==> src/mgmt_regs.svh <==
`ifndef MGMT_REGS_SVH
`define MGMT_REGS_SVH
// ==========================================
// clock and timing
`define CLK_HZ          20000000
`define CYC_PER_MS      (`CLK_HZ / 1000)
`define CYC_PER_US      (`CLK_HZ / 1000000)
`define T_INIT_MS       2000
`define T_LP_EXIT_MS    300
`define T_PDOWN_EXIT_MS 300
`define T_RESET_MIN_US  2
`define RESET_MIN_CYC   (`T_RESET_MIN_US * `CYC_PER_US)
`define CNT_W           26
// ==========================================
// register byte offsets
`define OFS_STATUS      6'h00
`define OFS_FLAGS       6'h04
`define OFS_MASK        6'h08
`define OFS_CONTROL     6'h0c
// ==========================================
// fields and reset values
`define ST_NOT_READY    0
`define ST_LOW_POWER    1
`define ST_IN_RESET     2
`define FLAG_W          13
`define CTRL_W          4
`define MASK_RESET      13'h0000
`define CTRL_RESET      4'h0
`endif

==> src/mgmt_pkg.sv <==
`default_nettype none
package mgmt_pkg;
    typedef enum logic [1:0] {
        PWR_INIT,
        PWR_READY,
        PWR_LOW,
        PWR_RESET
    } pwr_state_t;

    // latched event flags, bit 0 is the readiness event
    typedef struct packed {
        logic [3:0] other;
        logic [3:0] tx_fault;
        logic [3:0] rx_los;
        logic       ready;
    } flag_vec_t;

    typedef struct packed {
        logic       app_sel;
        logic [1:0] rate_sel;
        logic       pdown;
    } ctrl_t;

    typedef struct packed {
        logic       reset_n;
        logic       low_power;
        logic [3:0] rx_los;
        logic [3:0] tx_fault;
        logic [3:0] other;
    } pin_vec_t;
endpackage : mgmt_pkg
`default_nettype wire

==> src/module_mgmt_event_power_timing.sv <==
`timescale 1ns/1ps
`default_nettype none
`include "mgmt_regs.svh"

module module_mgmt_event_power_timing
    import mgmt_pkg::*;
#(
    parameter int INIT_CYCLES    = `T_INIT_MS * `CYC_PER_MS,
    parameter int LP_EXIT_CYCLES = `T_LP_EXIT_MS * `CYC_PER_MS
) (
    // clock, reset, enable
    input  wire logic        ref_clk,
    input  wire logic        sys_rst,
    input  wire logic        clk_en,
    // avalon-mm slave
    input  wire logic [5:0]  avs_address,
    input  wire logic        avs_read,
    input  wire logic        avs_write,
    input  wire logic [31:0] avs_writedata,
    output logic      [31:0] avs_readdata,
    output logic             avs_waitrequest,
    // pins from the host and the optics
    input  wire logic        module_reset_n,
    input  wire logic        low_power_select_pin,
    input  wire logic [3:0]  rx_los_in,
    input  wire logic [3:0]  tx_fault_in,
    input  wire logic [3:0]  other_cond_in,
    // module outputs
    output logic             interrupt_request_n,
    output logic             power_level1,
    output logic             module_ready,
    output logic             in_reset,
    output logic [1:0]       rate_sel_out,
    output logic             app_sel_out
);
    // ==========================================
    // functions
    function automatic logic cnt_done(input logic [`CNT_W-1:0] c, input int lim);
        cnt_done = (32'(c) + 32'd1 >= 32'(lim));
    endfunction : cnt_done

    // ==========================================
    // pin synchroniser
    pin_vec_t pins_raw;
    pin_vec_t sync1_q;
    pin_vec_t sync2_q;
    pin_vec_t prev_q;
    pin_vec_t sync1_d;
    pin_vec_t sync2_d;
    pin_vec_t prev_d;
    localparam pin_vec_t PIN_IDLE = '{reset_n: 1'b1, low_power: 1'b0,
                                     rx_los: 4'h0, tx_fault: 4'h0, other: 4'h0};

    assign pins_raw = '{reset_n: module_reset_n, low_power: low_power_select_pin,
                        rx_los: rx_los_in, tx_fault: tx_fault_in,
                        other: other_cond_in};

    always_comb begin
        sync1_d = sync1_q;
        sync2_d = sync2_q;
        prev_d  = prev_q;
        if (clk_en) begin
            sync1_d = pins_raw;
            sync2_d = sync1_q;
            prev_d  = sync2_q;
        end
    end

    always_ff @(posedge ref_clk) begin
        if (sys_rst) begin
            sync1_q <= PIN_IDLE;
            sync2_q <= PIN_IDLE;
            prev_q  <= PIN_IDLE;
        end else begin
            sync1_q <= sync1_d;
            sync2_q <= sync2_d;
            prev_q  <= prev_d;
        end
    end

    // ==========================================
    // register bus
    // one wait state: address decoded in cycle 0, answer in cycle 1
    logic        ack_q;
    logic        ack_d;
    logic [31:0] rdata_q;
    logic [31:0] rdata_d;
    ctrl_t       ctrl_q;
    ctrl_t       ctrl_d;
    flag_vec_t   mask_q;
    flag_vec_t   mask_d;
    flag_vec_t   flags_q;
    flag_vec_t   flags_d;
    flag_vec_t   flag_set;
    flag_vec_t   flag_clr;
    logic        req;
    logic        done;
    logic [31:0] status_word;
    pwr_state_t  state_q;

    assign req             = avs_read | avs_write;
    assign done            = req & ack_q & clk_en;
    // with the enable low the answer must wait too, or a frozen ack drops the write
    assign avs_waitrequest = req & ~(ack_q & clk_en);
    assign avs_readdata    = rdata_q;
    assign status_word     = {29'h0, state_q == PWR_RESET, power_level1, ~module_ready};

    always_comb begin
        ack_d    = ack_q;
        rdata_d  = rdata_q;
        ctrl_d   = ctrl_q;
        mask_d   = mask_q;
        flag_clr = '0;
        if (clk_en) begin
            ack_d = req & ~ack_q;
            if (avs_read & ~ack_q) begin
                case (avs_address)
                    `OFS_STATUS:  rdata_d = status_word;
                    `OFS_FLAGS:   rdata_d = {19'h0, flags_q};
                    `OFS_MASK:    rdata_d = {19'h0, mask_q};
                    `OFS_CONTROL: rdata_d = {28'h0, ctrl_q};
                    default:      rdata_d = 32'h0;
                endcase
            end
            // read clears only the bits it returned
            if (done & avs_read & (avs_address == `OFS_FLAGS)) begin
                flag_clr = flag_vec_t'(rdata_q[`FLAG_W-1:0]);
            end
            // writes take effect at the completing edge
            if (done & avs_write) begin
                case (avs_address)
                    `OFS_MASK:    mask_d = flag_vec_t'(avs_writedata[`FLAG_W-1:0]);
                    `OFS_CONTROL: ctrl_d = ctrl_t'(avs_writedata[`CTRL_W-1:0]);
                    default:      ;
                endcase
            end
        end
    end

    always_ff @(posedge ref_clk) begin
        if (sys_rst) begin
            ack_q   <= 1'b0;
            rdata_q <= 32'h0;
            ctrl_q  <= ctrl_t'(`CTRL_RESET);
            mask_q  <= flag_vec_t'(`MASK_RESET);
        end else begin
            ack_q   <= ack_d;
            rdata_q <= rdata_d;
            ctrl_q  <= ctrl_d;
            mask_q  <= mask_d;
        end
    end

    // ==========================================
    // power and reset sequencing
    pwr_state_t       state_d;
    logic [`CNT_W-1:0] cnt_q;
    logic [`CNT_W-1:0] cnt_d;
    logic             lp_exit_q;
    logic             lp_exit_d;
    logic [5:0]       rst_low_q;
    logic [5:0]       rst_low_d;
    logic             rst_seen;
    logic             lp_req;
    logic             ready_evt;

    // both pin and override bit request low power
    assign lp_req   = sync2_q.low_power | ctrl_q.pdown;
    assign rst_seen = (rst_low_q == 6'(`RESET_MIN_CYC));

    always_comb begin
        state_d   = state_q;
        cnt_d     = cnt_q;
        lp_exit_d = lp_exit_q;
        rst_low_d = rst_low_q;
        ready_evt = 1'b0;
        if (clk_en) begin
            // short glitches on the reset pin are ignored
            if (sync2_q.reset_n) begin
                rst_low_d = 6'h0;
            end else if (!rst_seen) begin
                rst_low_d = rst_low_q + 6'h1;
            end
            case (state_q)
                PWR_INIT: begin
                    cnt_d = cnt_q + `CNT_W'(1);
                    if (lp_req) begin
                        state_d = PWR_LOW;
                    end else if (cnt_done(cnt_q, lp_exit_q ? LP_EXIT_CYCLES
                                                            : INIT_CYCLES)) begin
                        state_d   = PWR_READY;
                        ready_evt = 1'b1;
                    end
                end
                PWR_READY: begin
                    if (lp_req) begin
                        state_d = PWR_LOW;
                    end
                end
                PWR_LOW: begin
                    if (!lp_req) begin
                        state_d   = PWR_INIT;
                        cnt_d     = '0;
                        lp_exit_d = 1'b1;
                    end
                end
                PWR_RESET: begin
                    if (sync2_q.reset_n) begin
                        state_d   = PWR_INIT;
                        cnt_d     = '0;
                        lp_exit_d = 1'b0;
                    end
                end
                default: state_d = PWR_INIT;
            endcase
            if (rst_seen) begin
                state_d = PWR_RESET;
            end
        end
    end

    always_ff @(posedge ref_clk) begin
        if (sys_rst) begin
            state_q   <= PWR_INIT;
            cnt_q     <= '0;
            lp_exit_q <= 1'b0;
            rst_low_q <= 6'h0;
        end else begin
            state_q   <= state_d;
            cnt_q     <= cnt_d;
            lp_exit_q <= lp_exit_d;
            rst_low_q <= rst_low_d;
        end
    end

    // ==========================================
    // latched flags and interrupt
    logic irq_n_q;
    logic irq_n_d;
    logic ready_q;
    logic lp_q;
    logic [2:0] sel_q;
    logic ready_n_d;
    logic lp_d;
    logic [2:0] sel_d;

    always_comb begin
        flag_set          = '0;
        flag_set.ready    = ready_evt;
        flag_set.rx_los   = sync2_q.rx_los & ~prev_q.rx_los;
        flag_set.tx_fault = sync2_q.tx_fault & ~prev_q.tx_fault;
        flag_set.other    = sync2_q.other & ~prev_q.other;
        if (!clk_en || state_q == PWR_RESET) begin
            flag_set = '0;
        end
        // set beats a clear in the same cycle; flags hold until read
        flags_d = (flags_q & ~flag_clr) | flag_set;
        // low while any unmasked flag is set
        irq_n_d = clk_en ? ~|(flags_d & ~mask_d) : irq_n_q;
        ready_n_d = clk_en ? (state_d == PWR_READY) : ready_q;
        lp_d      = clk_en ? (state_d == PWR_LOW) : lp_q;
        // selects follow the bits at the completing edge of the write, with the control register
        sel_d     = clk_en ? {ctrl_d.app_sel, ctrl_d.rate_sel} : sel_q;
    end

    always_ff @(posedge ref_clk) begin
        if (sys_rst) begin
            flags_q <= '0;
            irq_n_q <= 1'b1;
            ready_q <= 1'b0;
            lp_q    <= 1'b0;
            sel_q   <= 3'h0;
        end else begin
            flags_q <= flags_d;
            irq_n_q <= irq_n_d;
            ready_q <= ready_n_d;
            lp_q    <= lp_d;
            sel_q   <= sel_d;
        end
    end

    assign interrupt_request_n = irq_n_q;
    assign module_ready        = ready_q;
    assign power_level1        = lp_q;
    assign in_reset            = (state_q == PWR_RESET);
    assign rate_sel_out        = sel_q[1:0];
    assign app_sel_out         = sel_q[2];
endmodule : module_mgmt_event_power_timing
`default_nettype wire

==> config.mk <==
export PLATFORM = sky130hd
export DESIGN_NAME = module_mgmt_event_power_timing
export DESIGN_NICKNAME = d
export VERILOG_FILES = /design/src/mgmt_pkg.sv /design/src/module_mgmt_event_power_timing.sv
export VERILOG_INCLUDE_DIRS = /design/src
export SDC_FILE = /design/constraint.sdc
export NUM_CORES = 1
export LEC_CHECK = 0
export CORE_ASPECT_RATIO = 1.4
export CORE_UTILIZATION = 35
export DETAILED_ROUTE_END_ITERATION = 12
export DONT_BUFFER_PORTS = 1
export PLACE_DENSITY = 0.51
export SLEW_MARGIN = 10
export SYNTH_ARGS = -nofsm -noshare
export SYNTH_HDL_FRONTEND = slang
export SYNTH_SLANG_ARGS = --single-unit
export TNS_END_PERCENT = 50
==> constraint.sdc <==
create_clock -name ref_clk -period 3.2 [get_ports ref_clk]
set_input_delay 0.48 -clock ref_clk [delete_from_list [all_inputs] [get_ports ref_clk]]
set_output_delay 0.48 -clock ref_clk [all_outputs]
set_load 0.02 [all_outputs]
After elaboration in Yosys (flattened, before gate mapping)
Cells that the tools add are included.
{"block": "totals", "register_bits": 144, "latchBits": 0, "ram_bits": 0, "rom_bits": 0, "inputBits": 57, "out_inout_bits": 40, "word_cells": 119, "mem_count": 0}
{"block": "op_classes", "n_addsub": 3, "n_mul": 0, "div_mod_pow": 0, "n_lt_le_gt_ge": 1, "eq_ne": 12, "shifts": 0, "mux": 31, "bitwise": 25, "n_reduce_logical": 13}
{"op": "$mux 13", "n": 6}
{"op": "$mux 26", "n": 3}
{"op": "$pmux 26 s3", "n": 1}
{"op": "$pmux 13 s4", "n": 1}
{"op": "$add 26x1->27 const B", "n": 1}
{"op": "$ge 27x26->1", "n": 1}
{"op": "$add 26x1->26 const B", "n": 1}
{"op": "$and 13x13->13", "n": 2}
{"op": "$not 13->13", "n": 2}
{"op": "$mux 2", "n": 7}
{"op": "$or 13x13->13", "n": 1}
{"op": "$reduce_or 13->1", "n": 1}
{"op": "$and 4x4->4", "n": 3}
{"op": "$eq 6x4->1 const B", "n": 2}
{"op": "$mux 4", "n": 3}
{"op": "$mux 6", "n": 2}
{"op": "$not 4->4", "n": 3}
{"op": "$and 1x1->1", "n": 9}
{"op": "$pmux 2 s4", "n": 1}
{"op": "$reduce_and 4->1", "n": 2}
{"op": "$add 6x1->6 const B", "n": 1}
{"op": "$eq 2x2->1 const B", "n": 3}
{"op": "$eq 6x3->1 const B", "n": 1}
{"op": "$eq 6x6->1 const B", "n": 1}
{"op": "15 further kinds", "n": 27}

Depth between registers and ports, before layout
{"block": "depth", "word_depth": 13, "mapped_depth": 15, "mapped_depth_nobuf": 14}

Worst setup path before layout
Ideal clock, no wire load.
{"block": "synth_path", "kind": "flip-flop to flip-flop", "startpoint": "register cnt_q[0]", "endpoint": "register ready_q (netlist: module_ready)", "setup_ps": 142, "arrival_time_ps": 2874, "required_time_ps": 3058, "path_slack_ps": 184, "stages_incl_launch_ff": 15, "path_buffers": 0, "synth_period_minus_slack_ps": 3016, "path_cell_list": "dfxtp_1 -> ha_1 -> nand3_1 -> nor3_1 -> and3_1 -> xor2_1 -> ha_1 -> o21ai_0 -> nand2b_1 -> a21oi_1 -> a21o_1 -> o221ai_1 -> o2bb2ai_1 -> a41oi_1 -> a311oi_1"}
{"block": "synth_via", "elab_chain_len": 8}
{"item": "start, declared", "line": "module_mgmt_event_power_timing.sv:157", "source": "logic [`CNT_W-1:0] cnt_q;"}
{"item": "start signal, assigned", "line": "module_mgmt_event_power_timing.sv:230", "source": "cnt_q <= cnt_d;"}
{"item": "$add 26x1->27", "line": "module_mgmt_event_power_timing.sv:39", "source": "cnt_done = (32'(c) + 32'd1 >= 32'(lim));"}
{"item": "$ge 27x26->1", "line": "module_mgmt_event_power_timing.sv:39"}
{"item": "$mux 2", "line": "module_mgmt_event_power_timing.sv:189", "source": "end else if (cnt_done(cnt_q, lp_exit_q ? LP_EXIT_CYCLES"}
{"item": "$mux 2", "line": "module_mgmt_event_power_timing.sv:187", "source": "if (lp_req) begin"}
{"item": "$pmux 2 s4", "line": "module_mgmt_event_power_timing.sv:184", "source": "case (state_q)"}
{"item": "$mux 2", "line": "module_mgmt_event_power_timing.sv:216", "source": "if (rst_seen) begin"}
{"item": "$mux 2", "line": "module_mgmt_event_power_timing.sv:177", "source": "if (clk_en) begin"}
{"item": "$eq 2x1->1", "line": "module_mgmt_event_power_timing.sv:260", "source": "ready_n_d = clk_en ? (state_d == PWR_READY) : ready_q;"}
{"item": "end signal, assigned", "line": "module_mgmt_event_power_timing.sv:276", "source": "ready_q <= ready_n_d;"}
{"item": "end, declared", "line": "module_mgmt_event_power_timing.sv:240", "source": "logic ready_q;"}
No other way between the ends.
A chain may end at the register's enable or synchronous reset.

Worst setup path after layout
{"block": "layout_path", "startpoint": "register cnt_q[8]", "endpoint": "register irq_n_q (netlist: interrupt_request_n)"}
{"block": "layout_via", "elab_chain_len": 11}
{"item": "$add 26x1->27", "line": "module_mgmt_event_power_timing.sv:39"}
{"item": "$ge 27x26->1", "line": "module_mgmt_event_power_timing.sv:39"}
{"item": "$mux 1", "line": "module_mgmt_event_power_timing.sv:189"}
{"item": "$mux 1", "line": "module_mgmt_event_power_timing.sv:187"}
{"item": "$mux 1", "line": "module_mgmt_event_power_timing.sv:184"}
{"item": "$mux 1", "line": "module_mgmt_event_power_timing.sv:177"}
{"item": "$mux 13", "line": "module_mgmt_event_power_timing.sv:253", "source": "if (!clk_en || state_q == PWR_RESET) begin"}
{"item": "$or 13x13->13", "line": "module_mgmt_event_power_timing.sv:257", "source": "flags_d = (flags_q & ~flag_clr) | flag_set;"}
{"item": "$and 13x13->13", "line": "module_mgmt_event_power_timing.sv:259", "source": "irq_n_d = clk_en ? ~|(flags_d & ~mask_d) : irq_n_q;"}
{"item": "$reduce_or 13->1", "line": "module_mgmt_event_power_timing.sv:259"}
{"item": "$logic_not 1->1", "line": "module_mgmt_event_power_timing.sv:259"}
{"item": "end signal, assigned", "line": "module_mgmt_event_power_timing.sv:275", "source": "irq_n_q <= irq_n_d;"}
{"item": "end, declared", "line": "module_mgmt_event_power_timing.sv:238", "source": "logic irq_n_q;"}
No other way between the ends.

==> flow_summary.yaml <==
worst_setup_path:
  ff2ff_setup_slack_ns: 0.20
  critical_path_arrival_ns: 3.30
  startpoint: "cnt_q[8]"
  cp-end-kind: "flip-flop"
  cpMostUsedCell: "buf_4"
  critPathTopFamily: "simple AND/OR/NAND/NOR gates"
  cp.depth: 14
  worstSetupStartpointType: "flip-flop"
  reg2reg_to: "interrupt_request_n"
  critical_path_class: "flip-flop to flip-flop"
  crit_path_end: "interrupt_request_n"
  cp_num_buf_inv: 3
  cp_slowest_stage_delay_ns: 0.35
  r2r_start: "cnt_q[8]"
  cp_max_fo: 8
  cp_cell_sequence: "buf_4 -> nand4_1 -> buf_4 -> nor3_4 -> nand2_1 -> xnor2_1 -> ha_1 -> a21oi_1 -> nor2b_1 -> o211ai_1 -> a31oi_1 -> a41oi_1 -> buf_4 -> a211o_1"
  crit_required_ns: 3.50
  rr_worst_depth: 14
  slowest_stage: "dfxtp_1"
grt:
  grt_start_max_net_pins: 123
  grt_pass1_vias: 4949
  antenna_found_initial: 0
  grt_pass1_wl_um: 24600
  track_usage: 0.178
  gr-total-overflow: 0
floorplan:
  core_sq_mm: 0.0169
  die_height_um: 158
  die_area_sq_mm: 0.0180
  fp-row-count: 56
  die_w_um: 114
  start_util: 0.361
  ios: 97
clock_network:
  clock_sinks: 125
  htree_levels: 4
  clk_pin_slew_ns: 0.06
  cts_buffers: 17
  clockBufferDepth: 2
  clock_latency_ns: 0.41
  cts_setup_buffers: 0
  cts_tree: "done"
  hold_buffers: 0
  cts_root_buf: "clkbuf_16"
logic_synthesis:
  ys_warn_count: 0
  ys.flop_type: "dfxtp_1"
  ys_types: 59
  syn_area_sq_mm: 0.00610
  async_reset_ff_frac: 0
  synth_seq_area_share: 0.410
  syn_inst: 705
  synth_seq_cells: 125
  synth_area_per_cell_sq_um: 8.65
  synth_edf_count: 0
placed_design:
  place.gp.congestion: 0.812
  dp.cells: 928
  placed_cell_area_sq_mm: 0.00640
  portBuffers: 0
  dp_hpwl_um: 10600
layout:
  n_antenna_cell: 0
  syn2layout_area_growth_pct: 15.3
  regArea_sq_mm: 0.00251
  num-fill-cells: 1720
  fin_nets: 787
  fin_area_sq_mm: 0.00703
  multi_input_area_sq_mm: 0.00338
  stdcell_count: 960
  final_core_util: 0.416
  drive_above_1_share: 0.128
sta:
  slew_viol_final: 0
  worst_slew_pin_slew_ns: 0.971
  finClkSkew_ns: 0.00954
  fmax_ghz: 0.333
  period_needed_ns: 3.00
  period_share: 0.939
  setup_viol: 0
  hold_violations: 0
  slew_headroom: 0.352
  setup-tns-final_ns: 0
job:
  maxCapViolCount: 0
drt:
  dr.pass1.iters: 4
  drc: 0
  dr_total_vias: 4908
  drtIter0Drc: 296
  ant_nets: 0
  vias_per_cell: 5.11
  wl_um: 15300
  wl_per_cell_um: 15.9
outcome:
  status: "finished clean"
power:
  p_leak_nw: 2.77
  power.density_mw_per_mm2: 519
  ir_worst_vdd_mv: 0.376
  power_mw: 3.65
min_path:
  hold_path_class: "input pin to flip-flop"
-- per-layer routing --
metal / part of all wire / vias up / global-route usage
li1: - / 2486 / -
met4: 0.028 / 0 / 0.0846
met1: 0.39 / 2308 / 0.178
met3: 0.048 / 21 / 0.0547
met2: 0.53 / 93 / 0.331
met5: 0 / - / 0
-- report_power, final --
part           total [mW]  internal, mW  switching [mW]
Sequential           1.64          1.60          0.0424
Combinational       0.170        0.0712          0.0990
Clock                1.84          1.08           0.760
-- worst register-to-register path: cells and delay by family, from the launching register on --
kind,cells,cell delay (ns)
buf+inv,3,0.55
flops,1,0.35
compound gates,5,0.67
xor+xnor,1,0.18
simple gates,4,0.84
fa+ha+maj,1,0.30
-- through the flow --
step                      setup slack [ns]  hold slack (ns)
after global placement              0.0431            0.439
after floorplan                      0.184            0.431
after detailed placement            0.0367            0.445
after CTS                           0.0182            0.119
final                                0.195            0.142
after global routing               -0.0201            0.128
-- state kept, by name (all words and copies together) (netlist names), 4 cells and up --
signal,cells
avs_readdata,13
cnt_q,26
ctrl_q,4
flags_q,13
mask_q,13
prev_q,12
rst_low_q,6
sync1_q,14
sync2_q,14
-- layout by cell type (no fill, tap or decap), drive strengths merged, types with 15 or more instances in the layout --
| master | netlist | final |
|---|---|---|
| clkbuf | 35 | 18 |
| o21ai | 28 | 28 |
| mux2i | 50 | 50 |
| ha | 15 | 15 |
| nand2 | 38 | 38 |
| buf | 23 | 31 |
| nand3 | 19 | 19 |
| nor2 | 124 | 124 |
| nor3 | 18 | 18 |
| a21oi | 43 | 43 |
| dfxtp | 125 | 125 |
| nand4 | 16 | 16 |
| conb | 1 | 19 |
-- synthesized netlist by cell type (4+ instances only) --
master / n / share of area
a211oi_1: 4 / 0.0049
a21o_1: 10 / 0.012
a21oi_1: 43 / 0.035
a221oi_1: 9 / 0.013
a22oi_1: 10 / 0.012
a31oi_1: 7 / 0.0072
and3_1: 12 / 0.012
buf_4: 19 / 0.023
clkbuf_1: 35 / 0.022
dfxtp_1: 125 / 0.41
ha_1: 15 / 0.031
inv_1: 9 / 0.0055
mux2_2: 7 / 0.013
mux2i_1: 50 / 0.082
nand2_1: 38 / 0.023
nand2b_1: 4 / 0.0041
nand3_1: 19 / 0.016
nand4_1: 15 / 0.015
nor2_1: 124 / 0.076
nor2b_1: 14 / 0.014
nor3_1: 16 / 0.013
nor3b_1: 12 / 0.015
nor4_1: 4 / 0.0041
o21ai_0: 26 / 0.021
or3_1: 8 / 0.0082
xnor2_1: 10 / 0.014
xor2_1: 11 / 0.016
-- logic make-up after synthesis --
| family | after synthesis | synth area share |
|---|---|---|
| flops | 125 | 0.410 |
| other cells | 1 | 0.000615 |
| simple gates | 283 | 0.228 |
| compound gates | 133 | 0.140 |
| buf+inv | 67 | 0.0546 |
| xor+xnor | 21 | 0.0302 |
| fa+ha+maj | 15 | 0.0308 |
| mux | 60 | 0.106 |
-- cell type report --
| class | instances | share of cell area |
|---|---|---|
| multi-input combinational | 531 | 0.481 |
| sequential | 125 | 0.357 |
| clock buffer | 18 | 0.0611 |
| tap | 232 | 0.0413 |
| timing repair buffer | 31 | 0.0349 |
| clock inverter | 14 | 0.0196 |
| inverter | 9 | 0.00481 |
-- timing repair --
item | in CTS | in global routing
endpoints found under the hold margin | 0 | 0
gates resized for setup | 0 | 16
setup endpoints to repair | 0 | 4
-- how the worst min path moves through the flow --
stage / endpoint / start / slack [ns] / cells after the start
3_3_place_gp: sync2_q[13] / sync1_q[13] / 0.44 / 1
2_1_floorplan: sync2_q[13] / sync1_q[13] / 0.43 / 1
4_1_cts: mask_q[12] / sys_rst / 0.12 / 1
6_report: sel_q[0] / sys_rst / 0.14 / 1
3_5_place_dp: sync2_q[13] / sync1_q[13] / 0.45 / 1
5_1_grt: sel_q[0] / sys_rst / 0.13 / 1
No activity file was read; power rests on OpenSTA's default activity.
